--- src/inc/pcs_defs.svh ---
/*
 * Constants for the port PHY control and status register bank.
 * Assumes inclusion by bare name from the design file only; the package does not include it.
 */
`ifndef PCS_DEFS_SVH
`define PCS_DEFS_SVH

`define PCS_BANK_PHY 6'h31
`define PCS_BANK_RSV_LO 6'h32
`define PCS_OFF_CTRL 4'h2
`define PCS_OFF_STAT 4'h4
`define PCS_OFF_EVT 4'h6
`define PCS_OFF_BSEL 4'he

`define PCS_CTRL_RST 16'h007f
`define PCS_CTRL_WMASK 16'hc77f
`define PCS_BSEL_RST 6'h00
`define PCS_XVAR_RST 1'b1

`define PCS_C_LED_OFF 15
`define PCS_C_TX_DIS 14
`define PCS_C_RESTART 13
`define PCS_C_PWR_DN 10
`define PCS_C_XO_DIS 9
`define PCS_C_FORCE_X 8
`define PCS_C_AN_EN 6
`define PCS_C_SPD100 5
`define PCS_C_FULL 4

`define PCS_S_XVAR 15
`define PCS_S_POL 13
`define PCS_S_RXFC 12
`define PCS_S_TXFC 11
`define PCS_S_SPD 10
`define PCS_S_DUP 9
`define PCS_S_MDI 7
`define PCS_S_DONE 6
`define PCS_S_LINK 5
`define PCS_S_PAUSE 4
`define PCS_ADV_HI 3
`define PCS_BSEL_HI 5
`define PCS_LEDS_OFF 4'hf
`define PCS_XO_AUTO_RST 1'b1
`define PCS_E_LINK 0

`endif

--- src/inc/pcs_pkg.sv ---
/*
 * Types for the port PHY control and status register bank.
 * Assumes pcs_defs.svh is on the include path.
 */
package pcs_pkg;
    typedef struct packed {
        logic [15:0] ctrl;
        logic xvar;
        logic [5:0] bank;
        logic link_prev;
        logic link_chg;
        logic restart;
        logic auto_x;
        logic force_x;
        logic [3:0] leds;
        logic [15:0] rdata;
    } pcs_state_t;
endpackage : pcs_pkg

--- src/logic/pcs_regs.sv ---
/*
 * Port PHY control and status register bank with bank select.
 * Assumes PHY status inputs and LED drive come from logic on clk.
 */
// Function
// LED blank bit drives all LEDs high
// Transmit disable bit turns transmitter off
// Writing restart bit restarts negotiation
// Crossover disable bit stops automatic crossover
// Force bit selects MDI-X when auto off
// Negotiation enable resets to one
// Advertise 100 full duplex when set
// Advertise 100 half duplex when set
// Advertise 10 full duplex when set
// Advertise 10 half duplex when set
// Status register at bank 49 offset 4
// Status bit 15 selects crossover variant
// Bit 13 shows reversed receive polarity
// Bit 12 shows receive flow control
// Bit 11 shows transmit flow control
// Bit 10 shows link speed
// Bit 9 shows link duplex
// Bit 4 shows partner pause ability
// Bits 3..0 show partner abilities
// Banks 50..63 reserved except bank select
// Live crossover, done, link; flag link change
// Power down bit puts PHY low power
`timescale 1ns/1ps
`include "pcs_defs.svh"

module pcs_regs (
    // Clock and reset
    input wire logic clk,
    input wire logic rst,
    // Register port
    input wire logic [3:0] addr,
    input wire logic [15:0] wdata,
    input wire logic wr,
    input wire logic rd,
    output logic [15:0] rdata,
    // PHY status
    input wire logic polarity_rev,
    input wire logic rx_fc_active,
    input wire logic tx_fc_active,
    input wire logic speed_100,
    input wire logic duplex_full,
    input wire logic mdi_status,
    input wire logic negotiation_complete,
    input wire logic link_good,
    input wire logic partner_pause,
    input wire logic [3:0] partner_abil,
    // LED drive from the LED logic
    input wire logic [3:0] led_drive,
    // LED pins
    output logic port_led_out_0,
    output logic port_led_out_1,
    output logic port_led_out_2,
    output logic port_led_out_3,
    // PHY control
    output logic tx_disable,
    output logic power_down,
    output logic auto_negotiation,
    output logic negotiation_restart,
    output logic forced_speed_100,
    output logic forced_duplex_full,
    output logic [3:0] advertise,
    output logic auto_crossover_en,
    output logic force_mdix,
    output logic crossover_variant_select
);

    pcs_pkg::pcs_state_t st;
    pcs_pkg::pcs_state_t next_st;

    // Bank 49 register hit
    function automatic logic hit(
        input logic [5:0] bank,
        input logic [3:0] a,
        input logic [3:0] off
    );
        hit = (bank == `PCS_BANK_PHY) && (a == off);
    endfunction : hit

    function automatic logic [15:0] stat_word(
        input logic xvar
    );
        logic [15:0] w;
        w = 16'h0000;
        w[`PCS_S_XVAR] = xvar;
        w[`PCS_S_POL] = polarity_rev;
        w[`PCS_S_RXFC] = rx_fc_active;
        w[`PCS_S_TXFC] = tx_fc_active;
        w[`PCS_S_SPD] = speed_100;
        w[`PCS_S_DUP] = duplex_full;
        w[`PCS_S_MDI] = mdi_status;
        w[`PCS_S_DONE] = negotiation_complete;
        w[`PCS_S_LINK] = link_good;
        w[`PCS_S_PAUSE] = partner_pause;
        w[`PCS_ADV_HI:0] = partner_abil;
        stat_word = w;
    endfunction : stat_word

    // Offsets that decode to a register in the status bank
    function automatic logic mapped(
        input logic [3:0] a
    );
        mapped = (a == `PCS_OFF_CTRL) || (a == `PCS_OFF_STAT)
            || (a == `PCS_OFF_EVT) || (a == `PCS_OFF_BSEL);
    endfunction : mapped

    always_comb begin
        logic clr_link;
        clr_link = 1'b0;
        next_st = st;
        next_st.restart = 1'b0;
        next_st.rdata = 16'h0000;
        if (wr) begin
            // Bank select reachable from every bank, reserved ones too
            if (addr == `PCS_OFF_BSEL) begin
                next_st.bank = wdata[`PCS_BSEL_HI:0];
            end
            if (hit(st.bank, addr, `PCS_OFF_CTRL)) begin
                next_st.ctrl = wdata & `PCS_CTRL_WMASK;
                next_st.restart = wdata[`PCS_C_RESTART];
            end
            if (hit(st.bank, addr, `PCS_OFF_STAT)) begin
                next_st.xvar = wdata[`PCS_S_XVAR];
            end
            if (hit(st.bank, addr, `PCS_OFF_EVT)) begin
                clr_link = wdata[`PCS_E_LINK];
            end
        end
        if (rd) begin
            if (addr == `PCS_OFF_BSEL) begin
                next_st.rdata = {10'h000, st.bank};
            end else if (hit(st.bank, addr, `PCS_OFF_CTRL)) begin
                next_st.rdata = st.ctrl;
            end else if (hit(st.bank, addr, `PCS_OFF_STAT)) begin
                next_st.rdata = stat_word(st.xvar);
            end else if (hit(st.bank, addr, `PCS_OFF_EVT)) begin
                next_st.rdata = {15'h0000, st.link_chg};
            end
        end
        // A change in the clearing cycle still lands
        next_st.link_prev = link_good;
        next_st.link_chg = (st.link_chg & ~clr_link)
            | (link_good ^ st.link_prev);
        next_st.auto_x = ~next_st.ctrl[`PCS_C_XO_DIS];
        next_st.force_x = next_st.ctrl[`PCS_C_XO_DIS]
            & next_st.ctrl[`PCS_C_FORCE_X];
        for (int i = 0; i < 4; i++) begin
            // Pin high means LED dark; blanking lands with the control write
            next_st.leds[i] = next_st.ctrl[`PCS_C_LED_OFF] | led_drive[i];
        end
    end

    always_ff @(posedge clk or posedge rst) begin
        if (rst) begin
            st.ctrl <= `PCS_CTRL_RST;
            st.xvar <= `PCS_XVAR_RST;
            st.bank <= `PCS_BSEL_RST;
            st.link_prev <= 1'b0;
            st.link_chg <= 1'b0;
            st.restart <= 1'b0;
            st.auto_x <= `PCS_XO_AUTO_RST;
            st.force_x <= 1'b0;
            st.leds <= `PCS_LEDS_OFF;
            st.rdata <= 16'h0000;
        end else begin
            st <= next_st;
        end
    end

    assign rdata = st.rdata;
    assign port_led_out_0 = st.leds[0];
    assign port_led_out_1 = st.leds[1];
    assign port_led_out_2 = st.leds[2];
    assign port_led_out_3 = st.leds[3];
    assign tx_disable = st.ctrl[`PCS_C_TX_DIS];
    assign power_down = st.ctrl[`PCS_C_PWR_DN];
    assign auto_negotiation = st.ctrl[`PCS_C_AN_EN];
    assign negotiation_restart = st.restart;
    // Used only while negotiation is off
    assign forced_speed_100 = st.ctrl[`PCS_C_SPD100];
    assign forced_duplex_full = st.ctrl[`PCS_C_FULL];
    assign advertise = st.ctrl[`PCS_ADV_HI:0];
    assign auto_crossover_en = st.auto_x;
    assign force_mdix = st.force_x;
    assign crossover_variant_select = st.xvar;
endmodule : pcs_regs

--- config.mk ---
export PLATFORM = sky130hd
export DESIGN_NAME = pcs_regs
export DESIGN_NICKNAME = d
export VERILOG_FILES = /design/src/inc/pcs_pkg.sv /design/src/logic/pcs_regs.sv
export VERILOG_INCLUDE_DIRS = /design/src /design/src/inc
export SDC_FILE = /design/constraint.sdc
export NUM_CORES = 1
export LEC_CHECK = 0
export BUFFER_PORTS_ARGS = -buffer_cell sky130_fd_sc_hd__buf_4
export CORE_MARGIN = 5
export CORE_UTILIZATION = 45
export DETAILED_ROUTE_END_ITERATION = 12
export GPL_ROUTABILITY_DRIVEN = 0
export PLACE_DENSITY = 0.74
export REMOVE_ABC_BUFFERS = 1
export SYNTH_ARGS = -nofsm -noshare
export SYNTH_HDL_FRONTEND = slang
export SYNTH_SLANG_ARGS = --single-unit
--- constraint.sdc ---
create_clock -name clk -period 3.5 [get_ports clk]
set_input_delay 0.175 -clock clk [delete_from_list [all_inputs] [get_ports clk]]
set_output_delay 0.175 -clock clk [all_outputs]
set_load 0.005 [all_outputs]
Word-level counts from Yosys, hierarchy flattened:

Cells that the tools add are included.

* output and inout port bits: 33
* logic and storage cells: 45
* flip-flop bits (word level): 44

* bitwise operators: 10
* reduce and logical (&&, ||, !) cells: 6
* equal/unequal tests: 5
* muxes and demuxes: 13

Operators by type and width (number)
* $mux W16: 5
* $mux W23: 1
* $eq A4 B3 Y1 const B: 2
* $eq A6 B6 Y1 const B: 1
* $mux W1: 6
* $mux W6: 1
* $reduce_and A2 Y1: 3
* $or A1 B1 Y1: 5
* $eq A4 B2 Y1 const B: 1
* $eq A4 B4 Y1 const B: 1
* $logic_and A1 B1 Y1: 3
* $and A1 B1 Y1: 2
* $not A1 Y1: 2
* $xor A1 B1 Y1: 1

Depth between registers and ports, before layout:

Gate-level depths: netlist (run 1).

* depth after elaboration: 7
* depth in mapped cells: 6
* depth with buffers taken out: 4

Least setup slack after synthesis (run 1):

No wires, ideal clock.

* path type: reg-to-reg
* start point: register st[28] (netlist name)
* end point: register st[40] (netlist name)
* arrival time: 1.947 ns
* data required time: 3.375 ns
* setup slack: 1.428 ns
* clock period less this slack: 2.072 ns
* stages on the path, launching flop included: 6
* cells stage by stage: dfrtp_1 -> or4b_1 -> buf_2 -> nor4_4 -> buf_6 -> mux2_2

RTL lines
* from (decl): RTL line pcs_regs.sv:72 `pcs_pkg::pcs_state_t st;`
* from (signal assigned): RTL line pcs_regs.sv:170 `st <= next_st;`

Worst setup path after layout (run 1):

* start point: register st[28] (netlist name)
* end point: register st, in the netlist crossover_variant_select

* cells in the longest elaborated chain, start to end: 3

Ends and longest elaborated chain
* $eq A6 B6 Y1 (no line)
* $logic_and A1 B1 Y1: RTL line pcs_regs.sv:81 `` hit = (bank == `PCS_BANK_PHY) && (a == off); ``
* $reduce_and A2 Y1 (no line)

No other way between the ends.
A chain may end at the register's enable or synchronous reset.

==> results of run 1 <==
-- per-stage QoR --
| stage | util | hold WS, ps | cell area, sq um |
|---|---|---|---|
| after floorplan | - | 206 | 1790 |
| after global placement | 0.559 | 156 | 2400 |
| after detailed placement | 0.559 | 159 | 2400 |
| after CTS | 0.583 | 11.0 | 2500 |
| after global routing | 0.583 | 8.02 | 2500 |
| final | 0.583 | 19.3 | 2500 |
-- Yosys cell counts, types with 5 or more instances --
cell type and number:
buf_4 20, mux2_2 18, dfrtp_1 31, nor2_1 6, nand2b_1 5, o21ai_0 6
a221oi_1 5, dfstp_2 13, and3_1 5, nand2_1 11
-- kinds of logic after synthesis --
| kind of cell | count (synthesis) | share of synthesized area |
|---|---|---|
| xor gates and xnor gates | 1 | 0.00444 |
| and+or+nand+nor | 45 | 0.150 |
| DFF | 44 | 0.566 |
| buffers and inverters | 31 | 0.102 |
| muxes | 20 | 0.113 |
| AOI/OAI and AO/OA | 18 | 0.0640 |
-- worst max-delay path, cell delays in order, from the launching register on --
cell and delay [ps]:
dfrtp_1 390, or4b_1 690, nor4_4 740, nand2_1 130
mux2_2 290
-- how the worst max path moves through the flow --
| stage | startpoint | end | slack, ps | cells past startpoint |
|---|---|---|---|---|
| finish | st[28]$_DFFE_PP0P_ | crossover_variant_select$_DFFE_PP1P_ | 1190 | 4 |
| global placement | st[28]$_DFFE_PP0P_ | crossover_variant_select$_DFFE_PP1P_ | 1230 | 4 |
| floorplan | st[28]$_DFFE_PP0P_ | st[47]$_DFF_PP0_ | 1210 | 4 |
| CTS | st[28]$_DFFE_PP0P_ | crossover_variant_select$_DFFE_PP1P_ | 1200 | 4 |
| detailed placement | st[28]$_DFFE_PP0P_ | crossover_variant_select$_DFFE_PP1P_ | 1210 | 4 |
| global route | st[28]$_DFFE_PP0P_ | crossover_variant_select$_DFFE_PP1P_ | 1110 | 4 |
-- placed cells by master, fill, tap and decap left out, drive strengths merged, types with 2 or more instances in the layout --
master | netlist | routed
dfrtp | 31 | 31
inv | 4 | 3
nand2b | 5 | 5
mux2i | 2 | 2
nand3 | 2 | 2
and2 | 3 | 3
dfstp | 13 | 13
mux2 | 18 | 18
buf | 23 | 73
and3 | 5 | 5
nand3b | 2 | 2
o21ai | 6 | 6
clkinv | 0 | 3
clkbuf | 4 | 6
nor2 | 6 | 6
nand2 | 11 | 11
a221oi | 5 | 5
nor4 | 2 | 2
nand4b | 4 | 4
a21boi | 4 | 4
-- power breakdown --
part	internal (uW)	switching [uW]
logic	59.7	47.3
registers	535	14.6
clock network	157	166
total	752	228
-- metal layers --
layer,global-route usage,share of wire,vias to the layer above
li1,-,-,637
met1,0.193,0.44,618
met2,0.221,0.45,56
met3,0.0686,0.094,5
met4,0.0420,0.012,0
met5,0,0,-
-- repair_timing --
item / in CTS / in global routing
resized for setup: 0 / 0
endpoints found under the hold margin: 3 / 0
hold buffers: 1 / 0
-- cell type report --
| class | count | share of cell area |
|---|---|---|
| Clock inverter | 2 | 0.00400 |
| Inverter | 4 | 0.00600 |
| Multi-Input combinational cell | 84 | 0.262 |
| Timing Repair Buffer | 74 | 0.223 |
| Sequential cell | 44 | 0.446 |
| Tap cell | 52 | 0.0260 |
| Clock buffer | 6 | 0.0330 |
==> summary.md, run 1 <==
| Metric | Value |
|---|---|
| Run status | `complete, no violations` |
| WHS Endpoint | `st[24]$_DFF_PP0_` |
| FF+latch count, synth | `44` |
| Max reg flops | `16` |
| Avg WL per Cell | `16.0 microns` |
| Reg area | `1120 sq um` |
| Critical path arrival | `2530 ps` |
| Post-route ant nets | `0` |
| Drt total wl | `4260 microns` |
| Synth cell types | `30` |
| Reg2reg end | `crossover_variant_select$_DFFE_PP1P_` |
| Layout Skew | `7.39 ps` |
| Ys async rst share | `1.00` |
| Top FF cell, synth | `dfrtp_1` |
| Die W | `about 76 microns` |
| Hold crit path type | `in2reg` |
| Pre-antenna DRT Iters | `4` |
| R2R Path Start | `st[28]$_DFFE_PP0P_` |
| Via count | `1316` |
| Final Hold Vio Count | `0` |
| Total negative slack | `0 ps` |
| Largest net degree at the start of global routing | `33` |
| Placed instance count | `257` |
| H-tree depth | `2` |
| F_max | `0.433 GHz` |
| Initial Utilization | `0.459` |
| Clock-pin slew on the worst setup and hold paths | `80 ps` |
| Clock Path Buffers | `2` |
| Vias in the first global route | `1402` |
| Max Cap Viol | `0` |
| First-pass GRT wire length | `6870 microns` |
| Core Box Area | `4290 sq um` |
| FP Rows | `24` |
| TritonCTS Sinks | `44` |
| Port bufs | `70` |
| Multi-input gate area | `roughly 650 sq um` |
| Total Power | `980 uW` |
| Post-Syn Instances | `159` |
| Warnings from Yosys | `0` |
| Worst setup EP type | `register` |
| Worst Max-Slew Pin Slew | `753 ps` |
| Layout cell share with drive strength beyond 1 | `0.537` |
| Worst VDD drop | `0.000248 V` |
| Die height | `76.2 microns` |
| Hold Startpoint | `link_good` |
| CP startpoint kind | `register` |
| Post-synth top area cell | `dfrtp_1` |
| Critical path type | `reg2reg` |
| Drt drc | `0` |
| Post-Layout Cell Count | `266` |
| All-Layer GR Usage | `0.148` |
| GR Overflow Total | `0` |
| Worst R2R Path Depth | `4` |
| Maximum fanout along the worst path | `14` |
| Max-slew violations | `0` |
| Number of synthesized flops with an enable pin | `0` |
| Leakage power | `0.00123 uW` |
| Area delta synth->final | `26.8%` |
| Die area | `5810 sq um` |
| Fin crit period | `2310 ps` |
| Cell Pwr Density | `391 nW/um^2` |
| Mapped Area | `1970 sq um` |
| CTS root buf | `clkbuf_8` |
| Dpl ws | `1210 ps` |
| Sequential area share after synthesis | `0.566` |
| Num ports | `between 70 and 80` |
| Worst Setup Slack, final | `1190 ps` |
| Fin crit share | `0.660` |
| # diodes | `0` |
| Top reg by flops | `rdata` |
| Setup slack, reg-to-reg | `between 1000 and 1500 ps` |
| Syn_area_per_cell | `12.4 sq um` |
| Total CTS buffers | `5` |
| WP data required | `3720 ps` |
| Drt initial violations | `66` |
| Clk_lat worst skew | `290 ps` |
| FILL cells | `372` |
| Synth top area cells | `dfrtp_1, dfstp_2, mux2_2, buf_4, a221oi_1` |
| Setup-failing EPs final | `0` |
| Slew headroom | `0.495` |
| Nets | `254` |
| Antenna violations before repair | `0` |
| DPL Wire Length | `3200 microns` |
| WHS Path Cells | `1` |
| # Post-CTS Setup Buffers | `0` |
| Post-synth top area share | `0.393` |
| CTS tree | `yes` |
| RSZ-0062 raised after global routing | `no` |
| Vias per cell | `around 4.9` |
No activity file was read; power rests on OpenSTA's default activity.
==> run 2: changes to the inputs <==
--- a/config.mk
+++ b/config.mk
@@ -8,10 +8,10 @@
 export LEC_CHECK = 0
 export BUFFER_PORTS_ARGS = -buffer_cell sky130_fd_sc_hd__buf_4
 export CORE_MARGIN = 5
-export CORE_UTILIZATION = 45
+export CORE_UTILIZATION = 44
 export DETAILED_ROUTE_END_ITERATION = 12
 export GPL_ROUTABILITY_DRIVEN = 0
-export PLACE_DENSITY = 0.74
+export PLACE_DENSITY = 0.76
 export REMOVE_ABC_BUFFERS = 1
 export SYNTH_ARGS = -nofsm -noshare
 export SYNTH_HDL_FRONTEND = slang
==> constraint.sdc (replaced) <==
create_clock -name clk -period 2.1 [get_ports clk]
set_input_delay 0.105 -clock clk [delete_from_list [all_inputs] [get_ports clk]]
set_output_delay 0.105 -clock clk [all_outputs]
set_load 0.005 [all_outputs]
==> run 2 against run 1 <==
  * Clock skew increased by 2.7 ps
  * Maximum frequency increased by 17%
  * Final area increased by 5.1%
  * Utilization increased by 2.1 points
  * Highest routed layer unchanged
  * Clock power increased by 100%
  * Critical endpoint is now tx_disable$_DFFE_PP0P_
  * Register-to-register slack got worse by 1100 ps
==> summary.md, run 2 (same netlist as run 1, synthesis figures left out) <==
| Metric | Value |
|---|---|
| Port bufs | `70 (unchanged)` |
| Setup slack, reg-to-reg | `120 ps (was 1190 ps)` |
| Post-route cell area | `2630 sq um (was 2500 sq um)` |
| Avg WL per Cell | `17.1 microns (was 16.0 microns)` |
| DP Area | `2450 sq um (was 2400 sq um)` |
| Worst VDD drop | `0.000230 V (was 0.000248 V)` |
| Drt initial violations | `92 (was 66)` |
| Max reg flops | `16 (unchanged)` |
| Clock-pin slew on the worst setup and hold paths | `90 ps (was 80 ps)` |
| Critical path type | `reg2reg (unchanged)` |
| R2R Path Start | `st[28]$_DFFE_PP0P_ (unchanged)` |
| Worst setup startpoint | `st[28]$_DFFE_PP0P_ (unchanged)` |
| Antenna violations before repair | `0 (unchanged)` |
| Pre-antenna DRT Iters | `4 (unchanged)` |
| Clock Path Buffers | `2 (unchanged)` |
| Num ports | `74 (unchanged)` |
| Setup-failing EPs final | `0 (unchanged)` |
| Vias in the first global route | `1569 (was 1402)` |
| Hold buffer count at cts | `7 (was 1)` |
| Core Box Area | `4350 sq um (was 4290 sq um)` |
| Post-CTS resize count | `0 (unchanged)` |
| Commonest cells after routing, fill and taps aside | `buf_4, dfrtp_1, mux2_2 (unchanged)` |
| Crit-path cells | `or4b_1 > nor4_4 > buf_4 > mux2_2 (was or4b_1 > nor4_4 > nand2_1 > mux2_2)` |
| Dpl ws | `104 ps (was 1210 ps)` |
| CP max stage cell | `or4b_1 (was nor4_4)` |
| WHS | `18.6 ps (was 19.3 ps)` |
| Fin util | `0.604 (was 0.583)` |
| Hold Startpoint | `wdata[13] (was link_good)` |
| Drt drc | `0 (unchanged)` |
| Fin crit share | `0.943 (was 0.660)` |
| Slew headroom | `0.539 (was 0.495)` |
| All-Layer GR Usage | `0.168 (was 0.148)` |
| H-tree depth | `2 (unchanged)` |
| Nets | `267 (was 254)` |
| # Post-CTS Setup Buffers | `0 (unchanged)` |
| Total CTS buffers | `5 (unchanged)` |
| Critical Path Max Stage Delay | `580 ps (was 740 ps)` |
| Worst Setup Slack, final | `120 ps (was 1190 ps)` |
| Post-route ant nets | `0 (unchanged)` |
| Leakage power | `0.00129 uW (was 0.00123 uW)` |
| F_max | `0.505 GHz (was 0.433 GHz)` |
| Layout Skew | `10.1 ps (was 7.39 ps)` |
| Worst R2R Path Depth | `4 (unchanged)` |
| CP startpoint kind | `register (unchanged)` |
| Reg2reg end | `tx_disable$_DFFE_PP0P_ (was crossover_variant_select$_DFFE_PP1P_)` |
| First-pass GRT wire length | `7870 microns (was 6870 microns)` |
| Worst setup EP type | `register (unchanged)` |
| Worst Max-Slew Pin Slew | `688 ps (was 753 ps)` |
| Cell Pwr Density | `669 nW/um^2 (was 391 nW/um^2)` |
| DPL Wire Length | `3450 microns (was 3200 microns)` |
| Layout cell share with drive strength beyond 1 | `0.533 (was 0.537)` |
| Max-slew violations | `0 (unchanged)` |
| WHS Endpoint | `negotiation_restart$_DFF_PP0_ (was st[24]$_DFF_PP0_)` |
| WP buf/inv | `1 (was 0)` |
| Die W | `77.0 microns (was 76.2 microns)` |
| CTS root buf | `clkbuf_8 (unchanged)` |
| GR Overflow Total | `0 (unchanged)` |
| Run status | `complete, no violations (unchanged)` |
| Largest net degree at the start of global routing | `22 (was 33)` |
| Area delta synth->final | `33.3% (was 26.8%)` |
| Vias per cell | `5.14 (was 4.95)` |
| Top reg by flops | `rdata (unchanged)` |
| Total negative slack | `0 ps (unchanged)` |
| # diodes | `0 (unchanged)` |
| Hold crit path type | `in2reg (unchanged)` |
| Most common cell after layout, fill and taps aside | `buf_4 (unchanged)` |
| CP delay by family, top | `simple AND/OR/NAND/NOR gates (unchanged)` |
| Die area | `5920 sq um (was 5810 sq um)` |
| RSZ-0062 raised after global routing | `no (unchanged)` |
| WHS Path Cells | `2 (was 1)` |
| CTS tree | `yes (unchanged)` |
| Fin crit period | `1980 ps (was 2310 ps)` |
| Max Cap Viol | `0 (unchanged)` |
| WP data required | `2300 ps (was 3720 ps)` |
| Via count | `1435 (was 1316)` |
| TritonCTS Sinks | `44 (unchanged)` |
| Critical path arrival | `2180 ps (was 2530 ps)` |
| Drt total wl | `4770 microns (was 4260 microns)` |
| Maximum fanout along the worst path | `12 (was 14)` |
| Clk_lat worst skew | `300 ps (was 290 ps)` |
| Final Hold Vio Count | `0 (unchanged)` |
| Die height | `77.0 microns (was 76.2 microns)` |
| Initial Utilization | `0.453 (was 0.459)` |
| FP Rows | `24 (unchanged)` |
==> run 2: cell types whose count changed in the layout (fill, tap and decap cells not counted), sizes merged <==
cell / before / now
clkinv: 3 / 2
bufinv: 0 / 1
buf: 73 / 80
dlygate4sd3: 1 / 7
==> run 2: where the power goes <==
| group | switching (uW) | internal [uW] | leakage [uW] | total, uW |
|---|---|---|---|---|
| logic | 84.5 | 112 | 0.000685 | 197 |
| clock network | 293 | 353 | 0.0000552 | 646 |
| registers | 25.8 | 892 | 0.000550 | 917 |
==> run 2: cell type report <==
type                    instances  area, sq um
clock inverters                 2         35.0
clock buffers                   6         72.6
well taps                      52         65.1
flip-flops and latches         44         1120
multi-input cells              84          654
repair buffers                 87          671
fillers                       360         1720
inverters                       4         15.0
==> run 2: routing by layer <==
layer / up-vias / GRT usage / routed length, microns
met1: 707 / 0.206 / 2030
met2: 57 / 0.278 / 2400
met3: 7 / 0.0398 / 275
li1: 664 / - / -
met5: - / 0 / 0
met4: 0 / 0.0734 / 69
==> run 2: worst max path at each step <==
stage / to / slack, ps / depth (start not counted)
after floorplan: st[47]$_DFF_PP0_ / -190 / 4
after global placement: st[40]$_DFF_PP0_ / 160 / 4
after detailed placement: tx_disable$_DFFE_PP0P_ / 100 / 4
after CTS: tx_disable$_DFFE_PP0P_ / 100 / 4
after global routing: st[41]$_DFF_PP0_ / 20 / 5
final: tx_disable$_DFFE_PP0P_ / 120 / 4
==> run 2: through the flow <==
stage	cells	power, uW
2_1_floorplan	132	1010
3_3_place_gp	264	1110
3_5_place_dp	264	1120
4_1_cts	279	1770
5_1_grt	279	1820
6_report	279	1760
